### src/dsc_consts.svh
// Constants of the DAC serial command port: frame sizes, timing, encodings.
// Included by the package and by every module that needs a figure.
`ifndef DSC_CONSTS_SVH
`define DSC_CONSTS_SVH

// ------------------------------------------------------------
// Frame layout
// ------------------------------------------------------------
`define DSC_WORD_W 32
`define DSC_LEN_SHORT 6'h18
`define DSC_LEN_LONG 6'h20
`define DSC_CNT_MAX 6'h3F
`define DSC_CRC_W 6
`define DSC_CRC_POLY 6'h03
`define DSC_CRC_INIT 6'h00
`define DSC_NUM_CH 8

// ------------------------------------------------------------
// Command encodings
// ------------------------------------------------------------
`define DSC_OP_WR_CODE 4'h0
`define DSC_OP_WR_SPAN 4'h1
`define DSC_OP_WR_CODE_UPD 4'h4
`define DSC_OP_WR_CODE_UPD_ALL 4'h5
`define DSC_OP_RD_CODE 4'h8
`define DSC_OP_RD_SPAN 4'h9
`define DSC_CMD_WR_CONFIG 8'h70
`define DSC_CMD_WR_FAULT 8'h76
`define DSC_CMD_RD_CONFIG 8'hF0
`define DSC_CMD_RD_FAULT 8'hF6
`define DSC_CMD_SOFT_RESET 8'h7F

// ------------------------------------------------------------
// Reset values
// ------------------------------------------------------------
`define DSC_SPAN_RST 4'h0
`define DSC_CODE_RST 16'h0000

// ------------------------------------------------------------
// Timing
// ------------------------------------------------------------
`define DSC_CLK_NS 100
`define DSC_SCK_PERIOD_NS 1600
`define DSC_SCK_HALF_CYC (((`DSC_SCK_PERIOD_NS) / 2) / (`DSC_CLK_NS))

`endif

### src/dsc_pkg.sv
// Types shared by both ends of the DAC serial command port.
// Assumes dsc_consts.svh is on the include path.
`default_nettype none
`include "dsc_consts.svh"

package dsc_pkg;

   // ------------------------------------------------------------
   // Device end state
   // ------------------------------------------------------------
   typedef struct packed {
      logic sck_prev;
      logic fsl_prev;
      logic [31:0] shift;
      logic [5:0] nbits;
      logic [31:0] echo;
      logic sdo;
      logic cmd_valid;
      logic [7:0] cmd_byte;
      logic [15:0] cmd_data;
      logic fault_len;
      logic fault_crc;
      logic [7:0][15:0] code;
      logic [7:0][3:0] span;
   } dsc_dev_state_t;

   // ------------------------------------------------------------
   // Host end state
   // ------------------------------------------------------------
   typedef enum logic [2:0] {
      DSC_H_IDLE,
      DSC_H_LEAD,
      DSC_H_LOW,
      DSC_H_HIGH,
      DSC_H_TRAIL,
      DSC_H_GAP
   } dsc_host_mode_t;

   typedef struct packed {
      dsc_host_mode_t mode;
      logic [7:0] timer;
      logic [5:0] bit_idx;
      logic [5:0] nbits;
      logic fsl;
      logic sck;
      logic sdi;
      logic [31:0] shift;
      logic [31:0] rx_shift;
      logic [31:0] rx_word;
      logic done;
   } dsc_host_state_t;

endpackage

`default_nettype wire

### src/dsc_link_if.sv
// Serial link between host master and DAC command port.
// Assumes the bench supplies no driver of its own; sdo idles high when released.
`timescale 1ns/1ns
`default_nettype none

interface dsc_link_if;
   logic frame_select_load;
   logic sck;
   logic sdi;
   logic sdo_out;
   logic sdo_oe;
   logic sdo;

   // Released line reads as pulled high
   assign sdo = sdo_oe ? sdo_out : 1'b1;

   modport device (input frame_select_load, input sck, input sdi, output sdo_out, output sdo_oe);
   modport host (output frame_select_load, output sck, output sdi, input sdo);
endinterface

`default_nettype wire

### src/dsc_pin_sync.sv
// Three-stage pin synchroniser with agreement filter.
// Assumes inputs are asynchronous to clk.
`timescale 1ns/1ns
`default_nettype none

module dsc_pin_sync #(
   parameter int W = 1,
   parameter logic [W-1:0] INIT = '0
) (
   input wire logic clk,
   input wire logic rst,
   input wire logic [W-1:0] d,
   output logic [W-1:0] q
);
   typedef struct packed {
      logic [W-1:0] s1;
      logic [W-1:0] s2;
      logic [W-1:0] s3;
      logic [W-1:0] level;
   } dsc_sync_state_t;

   dsc_sync_state_t st;
   dsc_sync_state_t next_st;

   always_comb begin
      next_st = st;
      next_st.s1 = d;
      next_st.s2 = st.s1;
      next_st.s3 = st.s2;
      for (int i = 0; i < W; i++) begin
         // Change counts once stages two and three agree
         if (st.s2[i] == st.s3[i]) begin
            next_st.level[i] = st.s3[i];
         end
      end
   end

   always_ff @(posedge clk) begin
      if (rst) begin
         // Idle pin levels, so no false edge after reset
         st.s1 <= INIT;
         st.s2 <= INIT;
         st.s3 <= INIT;
         st.level <= INIT;
      end else begin
         st <= next_st;
      end
   end

   assign q = st.level;
endmodule

`default_nettype wire

### src/dsc_device.sv
// Device end of the DAC serial command port: shift, check and execute frames.
// Assumes frame_select_load, sck and sdi come from another clock domain.
//
// Summary of operation
// - Capture data on sck rise, select low
// - Ignore sck and data while deselected
// - Select rise ends frame, executes command
// - Accept 24-bit and 32-bit frames
// - Command byte, two data bytes, CRC
// - CRC checked only on 32-bit frames
// - Chained frames of 64 bits flag fault_len
// - Reset returns all registers to defaults
// - Reset span 0-5 V, code zero
// - Host issues software reset after power-up
// - Data out on falling edge, released deselected
// - Write words echoed in next frame
// - Low nibble of command is channel
// - Count edges, fault on bad length
`timescale 1ns/1ns
`default_nettype none
`include "dsc_consts.svh"

module dsc_device (
   input wire logic clk,
   input wire logic rst,
   dsc_link_if.device link,
   input wire logic crc_enable,
   output logic cmd_valid,
   output logic [7:0] cmd_byte,
   output logic [15:0] cmd_data,
   output logic fault_len,
   output logic fault_crc,
   output logic [7:0][15:0] chan_code,
   output logic [7:0][3:0] chan_span
);

   // ------------------------------------------------------------
   // Helpers
   // ------------------------------------------------------------
   function automatic logic [5:0] crc6(input logic [23:0] msg);
      logic [5:0] c;
      logic fb;
      c = `DSC_CRC_INIT;
      for (int i = 23; i >= 0; i--) begin
         fb = c[5] ^ msg[i];
         c = {c[4:0], 1'b0};
         if (fb) begin
            c = c ^ `DSC_CRC_POLY;
         end
      end
      return c;
   endfunction

   function automatic logic crc_exempt(input logic [7:0] cb);
      return (cb == `DSC_CMD_WR_CONFIG) || (cb == `DSC_CMD_RD_CONFIG) ||
             (cb == `DSC_CMD_WR_FAULT) || (cb == `DSC_CMD_RD_FAULT);
   endfunction

   function automatic logic chan_ok(input logic [7:0] cb);
      return cb[3:0] < 4'(`DSC_NUM_CH);
   endfunction

   // ------------------------------------------------------------
   // Pin synchronisers
   // ------------------------------------------------------------
   logic [2:0] pins;
   logic fsl_s;
   logic sck_s;
   logic sdi_s;

   dsc_pin_sync #(.W(3), .INIT(3'h4)) u_sync (
      .clk(clk),
      .rst(rst),
      .d({link.frame_select_load, link.sck, link.sdi}),
      .q(pins)
   );

   assign fsl_s = pins[2];
   assign sck_s = pins[1];
   assign sdi_s = pins[0];

   // ------------------------------------------------------------
   // Frame engine
   // ------------------------------------------------------------
   dsc_pkg::dsc_dev_state_t st;
   dsc_pkg::dsc_dev_state_t next_st;

   logic sck_rise;
   logic sck_fall;
   logic len_short;
   logic len_long;
   logic [31:0] word;
   logic [7:0] cb;
   logic [15:0] rd_data;
   logic crc_bad;

   always_comb begin
      next_st = st;
      next_st.cmd_valid = 1'b0;
      next_st.sck_prev = sck_s;
      next_st.fsl_prev = fsl_s;
      sck_rise = sck_s && !st.sck_prev;
      sck_fall = !sck_s && st.sck_prev;
      len_short = st.nbits == `DSC_LEN_SHORT;
      len_long = st.nbits == `DSC_LEN_LONG;
      word = len_long ? st.shift : {st.shift[23:0], 8'h00};
      cb = word[31:24];
      crc_bad = len_long && crc_enable && !crc_exempt(cb) && (crc6(word[31:8]) != word[5:0]);
      rd_data = 16'h0000;
      if (chan_ok(cb)) begin
         case (cb[7:4])
            `DSC_OP_RD_CODE: rd_data = st.code[cb[2:0]];
            `DSC_OP_RD_SPAN: rd_data = {12'h000, st.span[cb[2:0]]};
            default: rd_data = 16'h0000;
         endcase
      end

      if (!fsl_s) begin
         if (st.fsl_prev) begin
            // Frame start: count afresh, present first echo bit
            next_st.nbits = 6'h00;
            next_st.sdo = st.echo[31];
         end else begin
            if (sck_rise) begin
               next_st.shift = {st.shift[30:0], sdi_s};
               if (st.nbits != `DSC_CNT_MAX) begin
                  next_st.nbits = st.nbits + 6'h01;
               end
            end
            if (sck_fall) begin
               next_st.sdo = st.echo[30];
               next_st.echo = {st.echo[30:0], 1'b0};
            end
         end
      end else if (!st.fsl_prev) begin
         next_st.echo = 32'h0000_0000;
         if (!(len_short || len_long)) begin
            next_st.fault_len = 1'b1;
         end else if (crc_bad) begin
            next_st.fault_crc = 1'b1;
            next_st.fault_len = 1'b0;
         end else begin
            next_st.fault_len = 1'b0;
            next_st.fault_crc = 1'b0;
            next_st.cmd_valid = 1'b1;
            next_st.cmd_byte = cb;
            next_st.cmd_data = word[23:8];
            if (!cb[7]) begin
               next_st.echo = word;
            end else if (len_long) begin
               next_st.echo = {cb, rd_data, 8'h00};
            end else begin
               next_st.echo = {8'h00, rd_data, 8'h00};
            end
            if (chan_ok(cb)) begin
               case (cb[7:4])
                  `DSC_OP_WR_CODE, `DSC_OP_WR_CODE_UPD, `DSC_OP_WR_CODE_UPD_ALL: begin
                     next_st.code[cb[2:0]] = word[23:8];
                  end
                  `DSC_OP_WR_SPAN: begin
                     next_st.span[cb[2:0]] = word[11:8];
                  end
                  default: begin
                  end
               endcase
            end
            if (cb == `DSC_CMD_SOFT_RESET) begin
               next_st.code = {`DSC_NUM_CH{`DSC_CODE_RST}};
               next_st.span = {`DSC_NUM_CH{`DSC_SPAN_RST}};
            end
         end
      end
   end

   always_ff @(posedge clk) begin
      if (rst) begin
         st <= '0;
         st.fsl_prev <= 1'b1;
         st.sdo <= 1'b1;
         st.code <= {`DSC_NUM_CH{`DSC_CODE_RST}};
         st.span <= {`DSC_NUM_CH{`DSC_SPAN_RST}};
      end else begin
         st <= next_st;
      end
   end

   // ------------------------------------------------------------
   // Outputs
   // ------------------------------------------------------------
   assign link.sdo_out = st.sdo;
   assign link.sdo_oe = !fsl_s && !st.fsl_prev;
   assign cmd_valid = st.cmd_valid;
   assign cmd_byte = st.cmd_byte;
   assign cmd_data = st.cmd_data;
   assign fault_len = st.fault_len;
   assign fault_crc = st.fault_crc;
   assign chan_code = st.code;
   assign chan_span = st.span;
endmodule

`default_nettype wire

### src/flat_wrapper.sv
// flat-port wrapper written by rule: the top's interface ports become plain ports
module dsc_device_flat 
  (clk, rst, crc_enable, cmd_valid, cmd_byte, cmd_data, fault_len, fault_crc, chan_code, chan_span, link_frame_select_load, link_sck, link_sdi, link_sdo_out, link_sdo_oe);
  dsc_link_if link_i ();
  input wire logic clk;
  input wire logic rst;
  input wire logic crc_enable;
  output logic cmd_valid;
  output logic [7:0] cmd_byte;
  output logic [15:0] cmd_data;
  output logic fault_len;
  output logic fault_crc;
  output logic [7:0][15:0] chan_code;
  output logic [7:0][3:0] chan_span;
  input wire logic [$bits(link_i.frame_select_load)-1:0] link_frame_select_load;
  input wire logic [$bits(link_i.sck)-1:0] link_sck;
  input wire logic [$bits(link_i.sdi)-1:0] link_sdi;
  output wire logic [$bits(link_i.sdo_out)-1:0] link_sdo_out;
  output wire logic [$bits(link_i.sdo_oe)-1:0] link_sdo_oe;
  assign link_i.frame_select_load = link_frame_select_load;
  assign link_i.sck = link_sck;
  assign link_i.sdi = link_sdi;
  assign link_sdo_out = link_i.sdo_out;
  assign link_sdo_oe = link_i.sdo_oe;
  dsc_device u_core (.clk(clk), .rst(rst), .link(link_i), .crc_enable(crc_enable), .cmd_valid(cmd_valid), .cmd_byte(cmd_byte), .cmd_data(cmd_data), .fault_len(fault_len), .fault_crc(fault_crc), .chan_code(chan_code), .chan_span(chan_span));
endmodule
### config.mk
export PLATFORM = sky130hd
export DESIGN_NAME = dsc_device_flat
export DESIGN_NICKNAME = d
export VERILOG_FILES = /design/src/dsc_pkg.sv /design/src/dsc_link_if.sv /design/src/dsc_pin_sync.sv /design/src/dsc_device.sv /design/src/flat_wrapper.sv
export VERILOG_INCLUDE_DIRS = /design/src
export SDC_FILE = /design/constraint.sdc
export NUM_CORES = 1
export LEC_CHECK = 0
export BUFFER_PORTS_ARGS = -buffer_cell sky130_fd_sc_hd__buf_2
export CAP_MARGIN = 40
export CORE_MARGIN = 5
export CORE_UTILIZATION = 30
export CTS_CLUSTER_SIZE = 24
export DETAILED_ROUTE_END_ITERATION = 8
export PLACE_DENSITY = 0.44
export SLEW_MARGIN = 20
export SYNTH_ARGS = -nofsm -noshare
export SYNTH_HDL_FRONTEND = slang
export SYNTH_SLANG_ARGS = --single-unit
### constraint.sdc
create_clock -name clk -period 8.5 [get_ports clk]
set_input_delay 1.7 -clock clk [delete_from_list [all_inputs] [get_ports clk]]
set_output_delay 1.7 -clock clk [all_outputs]
set_load 0.01 [all_outputs]
==> results.md, run 1 <==
* CTS tree: built
* RePlAce Congestion at 0.864
* Max Buffers Root-to-Sink at 3
* Data required, critical path at 8990 ps
* Syn Area/Cell at between 8 and 9 um2
* Top-count cell post-synth: dfxtp_1
* Synth top cells by count: dfxtp_1, buf_4, nand2_1
* Final ANT Viol Nets at 0
* Top-area cell type share of the netlist area at 0.392
* Final hold vios at 0
* Number of global-route vias before repair at 11,038
* Count of input and output buffers at between 150 and 200
* Drt initial violations at 1,043
* Pins Over Slew Limit at 0
* Die height at about 230 um
* Total Wirelength at between 50,000 and 60,000 um
* Worst Path Arrival at roughly 5800 ps
* Num rows at between 70 and 80
* Avg WL per Cell at about 24 um
* Layout net count at roughly 1,600
* Clock sinks at 272
* First-pass GRT wire length at roughly 77,000 um
* Worst-Skew Late Latency at 600 ps
* First-pass detailed-route iteration total at 5
* WS Path Type: reg2reg
* Core area at approximately 46,000 um2
* RSZ-0062 raised after global routing: false
* Root Driver: clkbuf_16
* Post-CTS Resized at 0
* # diodes at 0
* Initial antenna violation count at 0
* Max_slew headroom at 0.421
* Synthesis Warnings at 0
* Total gr overflow at 0
* Vias per cell at ~5.3
* Share of layout cells above drive strength 1 at 0.216
* Chip Width at around 230 um
* Area grow syn2layout at 9.39%
* Min Tclk post-route at roughly 5300 ps
* CP max stage cell: a21o_1
* Filler cells at a little under 5,000
* Pin count of the biggest net entering global routing at 69
* CTS clock-pin slew for the worst setup and hold paths at 50 ps
* Hold Path Origin: u_core.u_sync.next_st[8]$_SDFF_PP1_
* Seq/Total Area, Yosys at 0.392
* Setup tns final at 0 ps
* Slowest stage delay, CP at 610 ps
* Post-CTS Setup Inserts at 0
* HPWL after DPL at 37,900 um
* Post-Route Skew at approximately 29 ps
* Largest cells by area after synthesis: dfxtp_1, buf_4, a22o_1
* CTS buffer count at 31
* Power density over the cells at 171 nW/um2
* Worst setup EP type: flop
* CP dominant cell by count: xnor2_1
* GRT Overall Usage at 0.198
* Total chip power at 2.60 mW
* Post-Syn Instances at 1,583
* Syn_nets at about 1,600
* Critical-path maximum fanout at 42
* Number of synthesized flops with an enable pin at 0
* Worst hold path class: reg2reg
* Finish-stage setup viols at 0
* CP startpoint: u_core.st[225]$_SDFFE_PP0P_
* Hold buffers post-CTS at 0
* CP Cell Sequence: or3b_2, nor2_4, buf_4, a21o_1, inv_1, ha_1, xnor2_1, xnor2_1, xnor2_1, xnor2_1, o211ai_1, o21ai_4, buf_4, nand3_1, o22ai_1
* Fin crit share at 0.622
* R2r startpoint: u_core.st[225]$_SDFFE_PP0P_
* Via count at between 10,000 and 15,000
* # IOs at 195
* Worst-margin pin slew at between 800 and 900 ps
* Number of synthesized register bits at roughly 270
* Cell taking the most area after synthesis: dfxtp_1
* Post-Syn Area at ~14,000 um2
* FMAX at 189 MHz
* Synth Flop Type: dfxtp_1
* Status: finished clean
* # DRC at 0
* Synth unique cells at slightly above 70
* CP startpoint kind: flop
* # Max-Cap Violations at 0
* H-tree Lvls at 1
* FFs w/ async S/R, synth at 0
* Die area at slightly above 50,000 um2
* Initial Util at 0.305
* Pleak at between 6 and 7 nW
* Peak VDD IR at 0.130 mV
routing by layer:
layer	wire [um]	share of wire	track usage	vias up
met5	0	0	0	-
met4	927	0.018	0.0334	0
met3	3500	0.066	0.0326	63
met2	24600	0.47	0.324	409
met1	23800	0.45	0.280	5729
li1	-	-	-	5445
final timing paths:
| path | endpoint | slack (ps) | depth (start not counted) |
|---|---|---|---|
| hold reg to reg | u_core.u_sync.next_st[5]$_SDFF_PP1_ | 410 | 1 |
| hold / removal | u_core.u_sync.next_st[5]$_SDFF_PP1_ | 410 | 1 |
| setup reg to reg | u_core.st[209]$_SDFFE_PP0P_ | 3220 | 15 |
| setup / recovery | u_core.st[209]$_SDFFE_PP0P_ | 3220 | 15 |
stage by stage:
stage | utilization | hold WS (ps) | instances | cell area [um2] | setup WS [ps]
after floorplan | - | 389 | 1583 | 13900 | 3770
after global placement | 0.308 | 392 | 2105 | 14000 | 3060
after detailed placement | 0.312 | 403 | 2122 | 14200 | 3270
after CTS | 0.333 | 416 | 2175 | 15200 | 3250
after global routing | 0.334 | 431 | 2177 | 15200 | 2820
final | 0.334 | 411 | 2177 | 15200 | 3220
critical path: cells and delay by family, from the launching register on:
family | cells | cell delay (ps)
flip-flops | 1 | 380
AND/OR/NAND/NOR | 3 | 1040
AO/OA/AOI/OAI | 4 | 1460
buffers and inverters | 3 | 1160
adder cells (fa/ha/maj) | 1 | 420
XOR/XNOR | 4 | 660
power breakdown:
part / leakage (nW) / internal (mW) / switching (mW) / total [mW]
clock network: 0.475 / 0.728 / 0.558 / 1.29
registers: 2.19 / 1.28 / 0.000848 / 1.28
logic: 3.38 / 0.00704 / 0.0310 / 0.0380
cell families (layout without fill, tap and decap cells):
| logic type | count (synthesis) | after routing | share of synthesized area |
|---|---|---|---|
| adders and majority gates | 5 | 5 | 0.00450 |
| and+or+nand+nor | 438 | 438 | 0.145 |
| xor gates and xnor gates | 70 | 70 | 0.0581 |
| muxes | 44 | 44 | 0.0332 |
| buffers and inverters | 309 | 303 | 0.138 |
| AOI/OAI and AO/OA | 445 | 445 | 0.229 |
| DFF | 272 | 272 | 0.392 |
cells in the final DEF (no fill, tap or decap), drive strengths merged, types with 9 or more instances in the layout:
master and n:
a211oi 26, a21oi 102, a22o 137, a31oi 21, and3 15, buf 242, clkbuf 46, dfxtp 272
inv 9, mux2i 37, nand2 177, nand3 34, nor2 127, nor2b 12, nor3 24, nor4 12
o211ai 15, o21ai 48, o221ai 16, o22ai 30, or2 9, xnor2 41, xor2 16
cell type report:
cell class              instances  area (um2)  area share
multi-input cells            1002        6630       0.436
flip-flops and latches        272        5450       0.358
repair buffers                242        1390      0.0917
clock buffers                  46         902      0.0593
clock inverters                 7        50.0     0.00329
well taps                     600         751      0.0494
inverters                       8        30.0     0.00197
registers in the layout, summed over array words and instances, names as in the netlist:
signal	cells
u_core.cmd_byte	8
u_core.fault_crc	1
u_core.chan_span	32
u_core.u_sync.q	3
u_core.u_sync.next_st	6
u_core.link.sdo_out	1
u_core.cmd_data	16
u_core.st	72
u_core.fault_len	1
u_core.cmd_valid	1
u_core.u_sync.st	3
u_core.chan_code	128
Note: power is estimated with default switching activity, not from simulation.
==> run 2: changes to the inputs <==
--- a/config.mk
+++ b/config.mk
@@ -6,6 +6,7 @@
 export SDC_FILE = /design/constraint.sdc
 export NUM_CORES = 1
 export LEC_CHECK = 0
+export ABC_AREA = 1
 export BUFFER_PORTS_ARGS = -buffer_cell sky130_fd_sc_hd__buf_2
 export CAP_MARGIN = 40
 export CORE_MARGIN = 5
==> constraint.sdc (replaced) <==
create_clock -name clk -period 4.95 [get_ports clk]
set_input_delay 0.99 -clock clk [delete_from_list [all_inputs] [get_ports clk]]
set_output_delay 0.99 -clock clk [all_outputs]
set_load 0.01 [all_outputs]
==> run 2 against run 1 <==
  * Non-clock buffer count up 22
  * Die area up 3.1%
  * Hold slack worse by 12 ps
  * First-iteration DRC count up 48%
  * Critical path depth up 10
  * Clock-buffer cell count up 3
  * Clock power up 120%
  * Synthesized cell count up 26%
  * Via count up 21%
  * Fmax up 18%
  * Sequential share of layout area down 1.9 points
  * Sequential power up 71%
  * Largest cell class unchanged
==> results.md, run 2 <==
* Worst hold path class: reg2reg
* GR Layer Usage met2 at 0.333
* Worst-Skew Late Latency at 560 ps
* RePlAce Congestion at between 0.8 and 0.9
* Largest cells by area after synthesis: dfxtp_1, nand2_1, buf_4
* Number of synthesized flops with an enable pin at 0
* CTS clock-pin slew for the worst setup and hold paths at 60 ps
* M1 GR Usage at 0.299
* Top-count cell post-synth: nand2_1
* R2r startpoint: u_core.st[220]$_SDFFE_PP0P_
* Root Driver: clkbuf_16
* Count of input and output buffers at between 150 and 200
* Chip Width at ~230 um
* Syn Area/Cell at roughly 7 um2
* Finish-stage setup viols at 0
* RR Endpoint: u_core.chan_code[90]$_SDFFE_PP0P_
* H-tree Lvls at 2
* Max_slew headroom at 0.430
* Peak VDD IR at ~0.25 mV
* First-pass GRT wire length at between 80,000 and 90,000 um
* Total gr overflow at 0
* Synth unique cells at 45
* # diodes at 0
* Data required, critical path at 5440 ps
* Most frequent cells in the layout: nand2_1, dfxtp_1, a21oi_1
* Critical-path maximum fanout at 60
* Max FFs per register at roughly 130
* Drt initial violations at between 1,500 and 2,000
* Number of synthesized register bits at roughly 270
* HPWL after DPL at between 40,000 and 50,000 um
* # IOs at approximately 200
* GRT Overall Usage at 0.217
* Min Tclk post-route at around 4500 ps
* # Max-Cap Violations at 0
* Num rows at 80
* Post-Route Skew at between 30 and 40 ps
* Syn_nets at 2,008
* Most common cell after layout, fill and taps aside: nand2_1
* FFs w/ async S/R, synth at 0
* Avg WL per Cell at about 23 um
* Cell taking the most area after synthesis: dfxtp_1
* Hold depth at 2
* CP startpoint: u_core.st[220]$_SDFFE_PP0P_
* Power density over the cells at 313 nW/um2
* Final worst slack at 465 ps
* Flop2flop setup slack at approximately 460 ps
* Core area at about 48,000 um2
* Pleak at approximately 6.5 nW
* Final ANT Viol Nets at 0
* Die area at between 50,000 and 60,000 um2
* Max Buffers Root-to-Sink at 3
* Pin count of the biggest net entering global routing at 80
* Total Wirelength at between 60,000 and 70,000 um
* Initial antenna violation count at 1
* Initial Util at 0.302
* Via count at ~14,000
* M3 GR Usage at 0.0478
* Worst-margin pin slew at between 800 and 900 ps
* Hold buffers post-CTS at 0
* Share of layout cells above drive strength 1 at 0.192
* Layout net count at around 2,000
* Vias per cell at roughly 5.4
* Pre-CTS WS at ~330 ps
* CTS tree: built
* WS Path Type: reg2reg
* Synth Flop Type: dfxtp_1
* Clock sinks at around 270
* Synthesis Warnings at 0
* Status: finished clean
* Die height at ~230 um
* First-pass detailed-route iteration total at 7
* # DRC at 0
* Number of global-route vias before repair at ~13,000
* Post-Syn Instances at between 1,500 and 2,000
* Most used routing layer: met2
* Worst setup EP type: flop
* Reg2reg path depth at 25
* Worst Path Arrival at a little under 5000 ps
* RSZ-0062 raised after global routing: true
* Synth top cells by count: nand2_1, dfxtp_1, a21oi_1
* Final Util at 0.338
* CP endpoint: u_core.chan_code[90]$_SDFFE_PP0P_
* CTS buffer count at 36
* Area grow syn2layout at 11.8%
* Post-Syn Area at 14,400 um2
* Pins Over Slew Limit at 0
* Top-area cell type share of the netlist area at 0.379
* CP startpoint kind: flop
* Final hold vios at 0
* FMAX at 223 MHz
* Seq/Total Area, Yosys at 0.379
* Fin crit share at 0.906
-- run 2: cell types whose count changed after synthesis, sizes merged, moves of 89 or more --
cell and delta:
nand4 +115, a21oi +151, inv +89, nand2 +243
a22o -137, nand3 +116
-- run 2: power by group --
group | leakage [nW] | internal, mW | switching (mW)
Clock | 0.630 | 1.69 | 1.09
Sequential | 2.19 | 2.19 | 0.00153
Combinational | 3.64 | 0.0117 | 0.0446
-- run 2: worst min-delay path by stage --
stage / from / end / slack, ps
floorplan: u_core.u_sync.next_st[6]$_SDFF_PP0_ / u_core.u_sync.next_st[3]$_SDFF_PP0_ / 390
global placement: u_core.u_sync.next_st[8]$_SDFF_PP1_ / u_core.u_sync.next_st[5]$_SDFF_PP1_ / 390
detailed placement: u_core.u_sync.next_st[7]$_SDFF_PP0_ / u_core.u_sync.next_st[4]$_SDFF_PP0_ / 390
CTS: u_core.u_sync.next_st[7]$_SDFF_PP0_ / u_core.u_sync.next_st[4]$_SDFF_PP0_ / 400
global route: u_core.u_sync.next_st[8]$_SDFF_PP1_ / u_core.u_sync.next_st[5]$_SDFF_PP1_ / 430
finish: u_core.u_sync.next_st[7]$_SDFF_PP0_ / u_core.u_sync.next_st[4]$_SDFF_PP0_ / 400
-- run 2: timing repair --
| item | 4_1_cts | 5_1_grt |
|---|---|---|
| setup buffers | 0 | 0 |
| setup endpoints to repair | 0 | 83 |
| resized for setup | 0 | 8 |
-- run 2: cells by family after synthesis --
| family | after synthesis | share of synthesized area |
|---|---|---|
| AO/OA/AOI/OAI | 480 | 0.188 |
| adder cells (fa/ha/maj) | 5 | 0.00436 |
| buffers and inverters | 420 | 0.167 |
| flip-flops | 272 | 0.379 |
| AND/OR/NAND/NOR | 820 | 0.262 |
-- run 2: per-layer routing --
metal,share of wire,up-vias
met5,0.00022,-
met4,0.035,2
met3,0.071,110
met2,0.44,558
met1,0.45,6786
li1,-,6689
-- run 2: layout make-up --
cell class / count / area, um2
clock buffer: 49 / 1070
fill: 5124 / 31500
timing repair buffer: 264 / 1590
tap: 615 / 769
inverter: 102 / 383
clock inverter: 15 / 189
multi-input combinational: 1307 / 6610
sequential: 272 / 5450
-- run 2: critical path: stages (launching register included) --
cell	delay [ps]
dfxtp_1	320
inv_1	90
ha_1	290
buf_4	270
nand4_1	280
nand2_2	300
nand2_1	160
nand2_1	160
nand2_1	100
nand3_1	160
nand2_1	90
nand2_1	90
nand3_1	130
nand2_1	100
nand2_1	70
nand2_1	160
nand2_1	80
nand3_1	80
nand2_1	60
nor2_1	90
nand2_1	240
a21oi_4	230
buf_12	290
buf_4	270
nand4_1	110
a21oi_1	150
-- run 2: per-stage QoR --
| step | setup TNS [ps] | hold slack (ps) | total power, mW | area [um2] | cells |
|---|---|---|---|---|---|
| floorplan | 0 | 388 | 2.28 | 14400 | 1997 |
| global placement | 0 | 390 | 2.30 | 14600 | 2542 |
| detailed placement | 0 | 393 | 2.30 | 14700 | 2555 |
| CTS | 0 | 400 | 5.09 | 16000 | 2619 |
| global route | -26.5 | 427 | 5.19 | 16000 | 2624 |
| finish | 0 | 399 | 5.03 | 16000 | 2624 |
==> run 3: changes to the inputs <==
--- a/config.mk
+++ b/config.mk
@@ -9,11 +9,13 @@
 export ABC_AREA = 1
 export BUFFER_PORTS_ARGS = -buffer_cell sky130_fd_sc_hd__buf_2
 export CAP_MARGIN = 40
+export CELL_PAD_IN_SITES_DETAIL_PLACEMENT = 0
+export CELL_PAD_IN_SITES_GLOBAL_PLACEMENT = 1
 export CORE_MARGIN = 5
 export CORE_UTILIZATION = 30
 export CTS_CLUSTER_SIZE = 24
 export DETAILED_ROUTE_END_ITERATION = 8
-export PLACE_DENSITY = 0.44
+export PLACE_DENSITY = 0.58
 export SLEW_MARGIN = 20
 export SYNTH_ARGS = -nofsm -noshare
 export SYNTH_HDL_FRONTEND = slang
==> run 3 against run 2 <==
  * Clock-buffer cell count unchanged
  * Via count about the same
  * Critical path depth increased by 1
  * First-iteration DRC count decreased by 7.0%
  * Register-to-register slack got worse by 170 ps
  * Sequential power about the same
  * Routed wire length decreased by 0.94%
  * Worst setup slack got worse by 170 ps
  * Flip-flop and latch count unchanged
  * Total power decreased by 5.2%
  * Clock skew increased by 4.1 ps
  * Hold slack improved by 2.9 ps
==> results.md, run 3 (synthesis gave the netlist of run 2 again) <==
* Status: finished clean
* Layout net count at 1,987
* Total chip power at around 4.8 mW
* Via count at between 10,000 and 15,000
* CTS buffer count at 34
* Final hold slack at approximately 400 ps
* Final Util at 0.333
* H-tree Lvls at 2
* Power density over the cells at 301 nW/um2
* Pins Over Slew Limit at 0
* CP startpoint: u_core.st[220]$_SDFFE_PP0P_
* R2r startpoint: u_core.st[220]$_SDFFE_PP0P_
* CP dominant cell by count: nand2_1
* Post-Route Skew at between 30 and 40 ps
* Die area at between 50,000 and 60,000 um2
* HPWL after DPL at 42,900 um
* # DRC at 0
* Post-Layout Inst Area at ~16,000 um2
* Count of input and output buffers at between 150 and 200
* Worst-margin pin slew at about 840 ps
* Vias per cell at 5.42
* Initial antenna violation count at 0
* Reg2reg path depth at 26
* Max_slew headroom at 0.437
* RSZ-0062 raised after global routing: true
* Max FFs per register at 128
* Die height at 229 um
* Num rows at 80
* Peak VDD IR at 0.190 mV
* Worst-Skew Late Latency at approximately 560 ps
* FMAX at ~210 MHz
* Drt initial violations at 1,437
* Clock sinks at about 270
* # Max-Cap Violations at 0
* Initial Util at 0.302
* CP endpoint: u_core.chan_code[71]$_SDFFE_PP0P_
* Final hold vios at 0
* Slowest stage delay, CP at approximately 560 ps
* Share of layout cells above drive strength 1 at 0.183
* Avg WL per Cell at 22.8 um
* Min Tclk post-route at 4660 ps
* RePlAce Congestion at approximately 0.9
* Core area at ~48,000 um2
* Critical-path maximum fanout at 25
* CTS tree: built
* Pleak at 6.36 nW
* GRT Overall Usage at 0.217
* CP max stage cell: nand4_2
* CP startpoint kind: flop
* Worst Path Arrival at just over 5000 ps
* Fin crit share at 0.941
* # diodes at 0
* Flop2flop setup slack at roughly 290 ps
* First-pass detailed-route iteration total at 5
* Setup tns final at 0 ps
* Number of global-route vias before repair at around 13,000
* Hold buffers post-CTS at 0
* CTS clock-pin slew for the worst setup and hold paths at 60 ps
* Final ANT Viol Nets at 0
* Total Wirelength at approximately 60,000 um
* Finish-stage setup viols at 0
* WS Path Type: reg2reg
* Total gr overflow at 0
* Max Buffers Root-to-Sink at 3
* Data required, critical path at approximately 5400 ps
* Root Driver: clkbuf_16
* Area after DPL at 14,600 um2
* Most frequent cells in the layout: nand2_1, dfxtp_1, a21oi_1
* Area grow syn2layout at 10.2%
* RR Endpoint: u_core.chan_code[71]$_SDFFE_PP0P_
* Pin count of the biggest net entering global routing at between 80 and 90
* Most common cell after layout, fill and taps aside: nand2_1
* First-pass GRT wire length at between 80,000 and 90,000 um
* Worst setup EP type: flop
* Chip Width at approximately 230 um
* Worst hold path class: reg2reg
* # IOs at just under 200
==> run 3: cell count changes in the layout (fill, tap and decap cells not counted), sizes merged <==
cell	change
nand3	-1
buf	-4
inv	-3
clkinv	-5
==> run 3: layer usage <==
metal	track usage	share of wire
met4	0.0528	0.021
met3	0.0420	0.074
met5	0	0
met1	0.316	0.47
met2	0.331	0.43
==> run 3: area by class of cell <==
class / count / area (um2)
Fill cell: 5063 / 31700
Multi-Input combinational cell: 1306 / 6570
Sequential cell: 272 / 5450
Timing Repair Buffer: 260 / 1560
Clock buffer: 49 / 967
Tap cell: 615 / 769
Inverter: 102 / 383
Clock inverter: 7 / 128
==> run 3: how the worst min path moves through the flow <==
stage / from / end / slack [ps] / cells past startpoint
after floorplan: u_core.u_sync.next_st[6]$_SDFF_PP0_ / u_core.u_sync.next_st[3]$_SDFF_PP0_ / 390 / 2
after global placement: u_core.u_sync.next_st[7]$_SDFF_PP0_ / u_core.u_sync.next_st[4]$_SDFF_PP0_ / 390 / 2
after detailed placement: u_core.u_sync.next_st[8]$_SDFF_PP1_ / u_core.u_sync.next_st[5]$_SDFF_PP1_ / 390 / 1
after CTS: u_core.u_sync.next_st[7]$_SDFF_PP0_ / u_core.u_sync.next_st[4]$_SDFF_PP0_ / 400 / 2
after global routing: u_core.u_sync.next_st[6]$_SDFF_PP0_ / u_core.u_sync.next_st[3]$_SDFF_PP0_ / 410 / 2
final: u_core.u_sync.next_st[7]$_SDFF_PP0_ / u_core.u_sync.next_st[4]$_SDFF_PP0_ / 400 / 2
==> run 3: timing repair <==
action                                  CTS  global route
endpoints found under the setup margin    0           114
buffers inserted                          0             2
resized for setup                         0             3
==> run 3: power breakdown <==
group | switching, mW | internal, mW | total [mW]
clock network | 1.01 | 1.51 | 2.52
logic | 0.0442 | 0.0111 | 0.0553
registers | 0.00147 | 2.19 | 2.19
==> run 3: metrics by stage <==
stage | worst slack [ps] | cells
3_5_place_dp | 270 | 2551
5_1_grt | -104 | 2611
6_report | 294 | 2611
2_1_floorplan | 1360 | 1997
3_3_place_gp | 412 | 2538
4_1_cts | 260 | 2607
==> run 3: worst max-delay path: cells and delay by family, from the launching register on <==
family	cells	cell delay, ps
AOI/OAI and AO/OA	2	510
adders and majority gates	1	220
buffers and inverters	4	750
DFF	1	330
and+or+nand+nor	19	2690
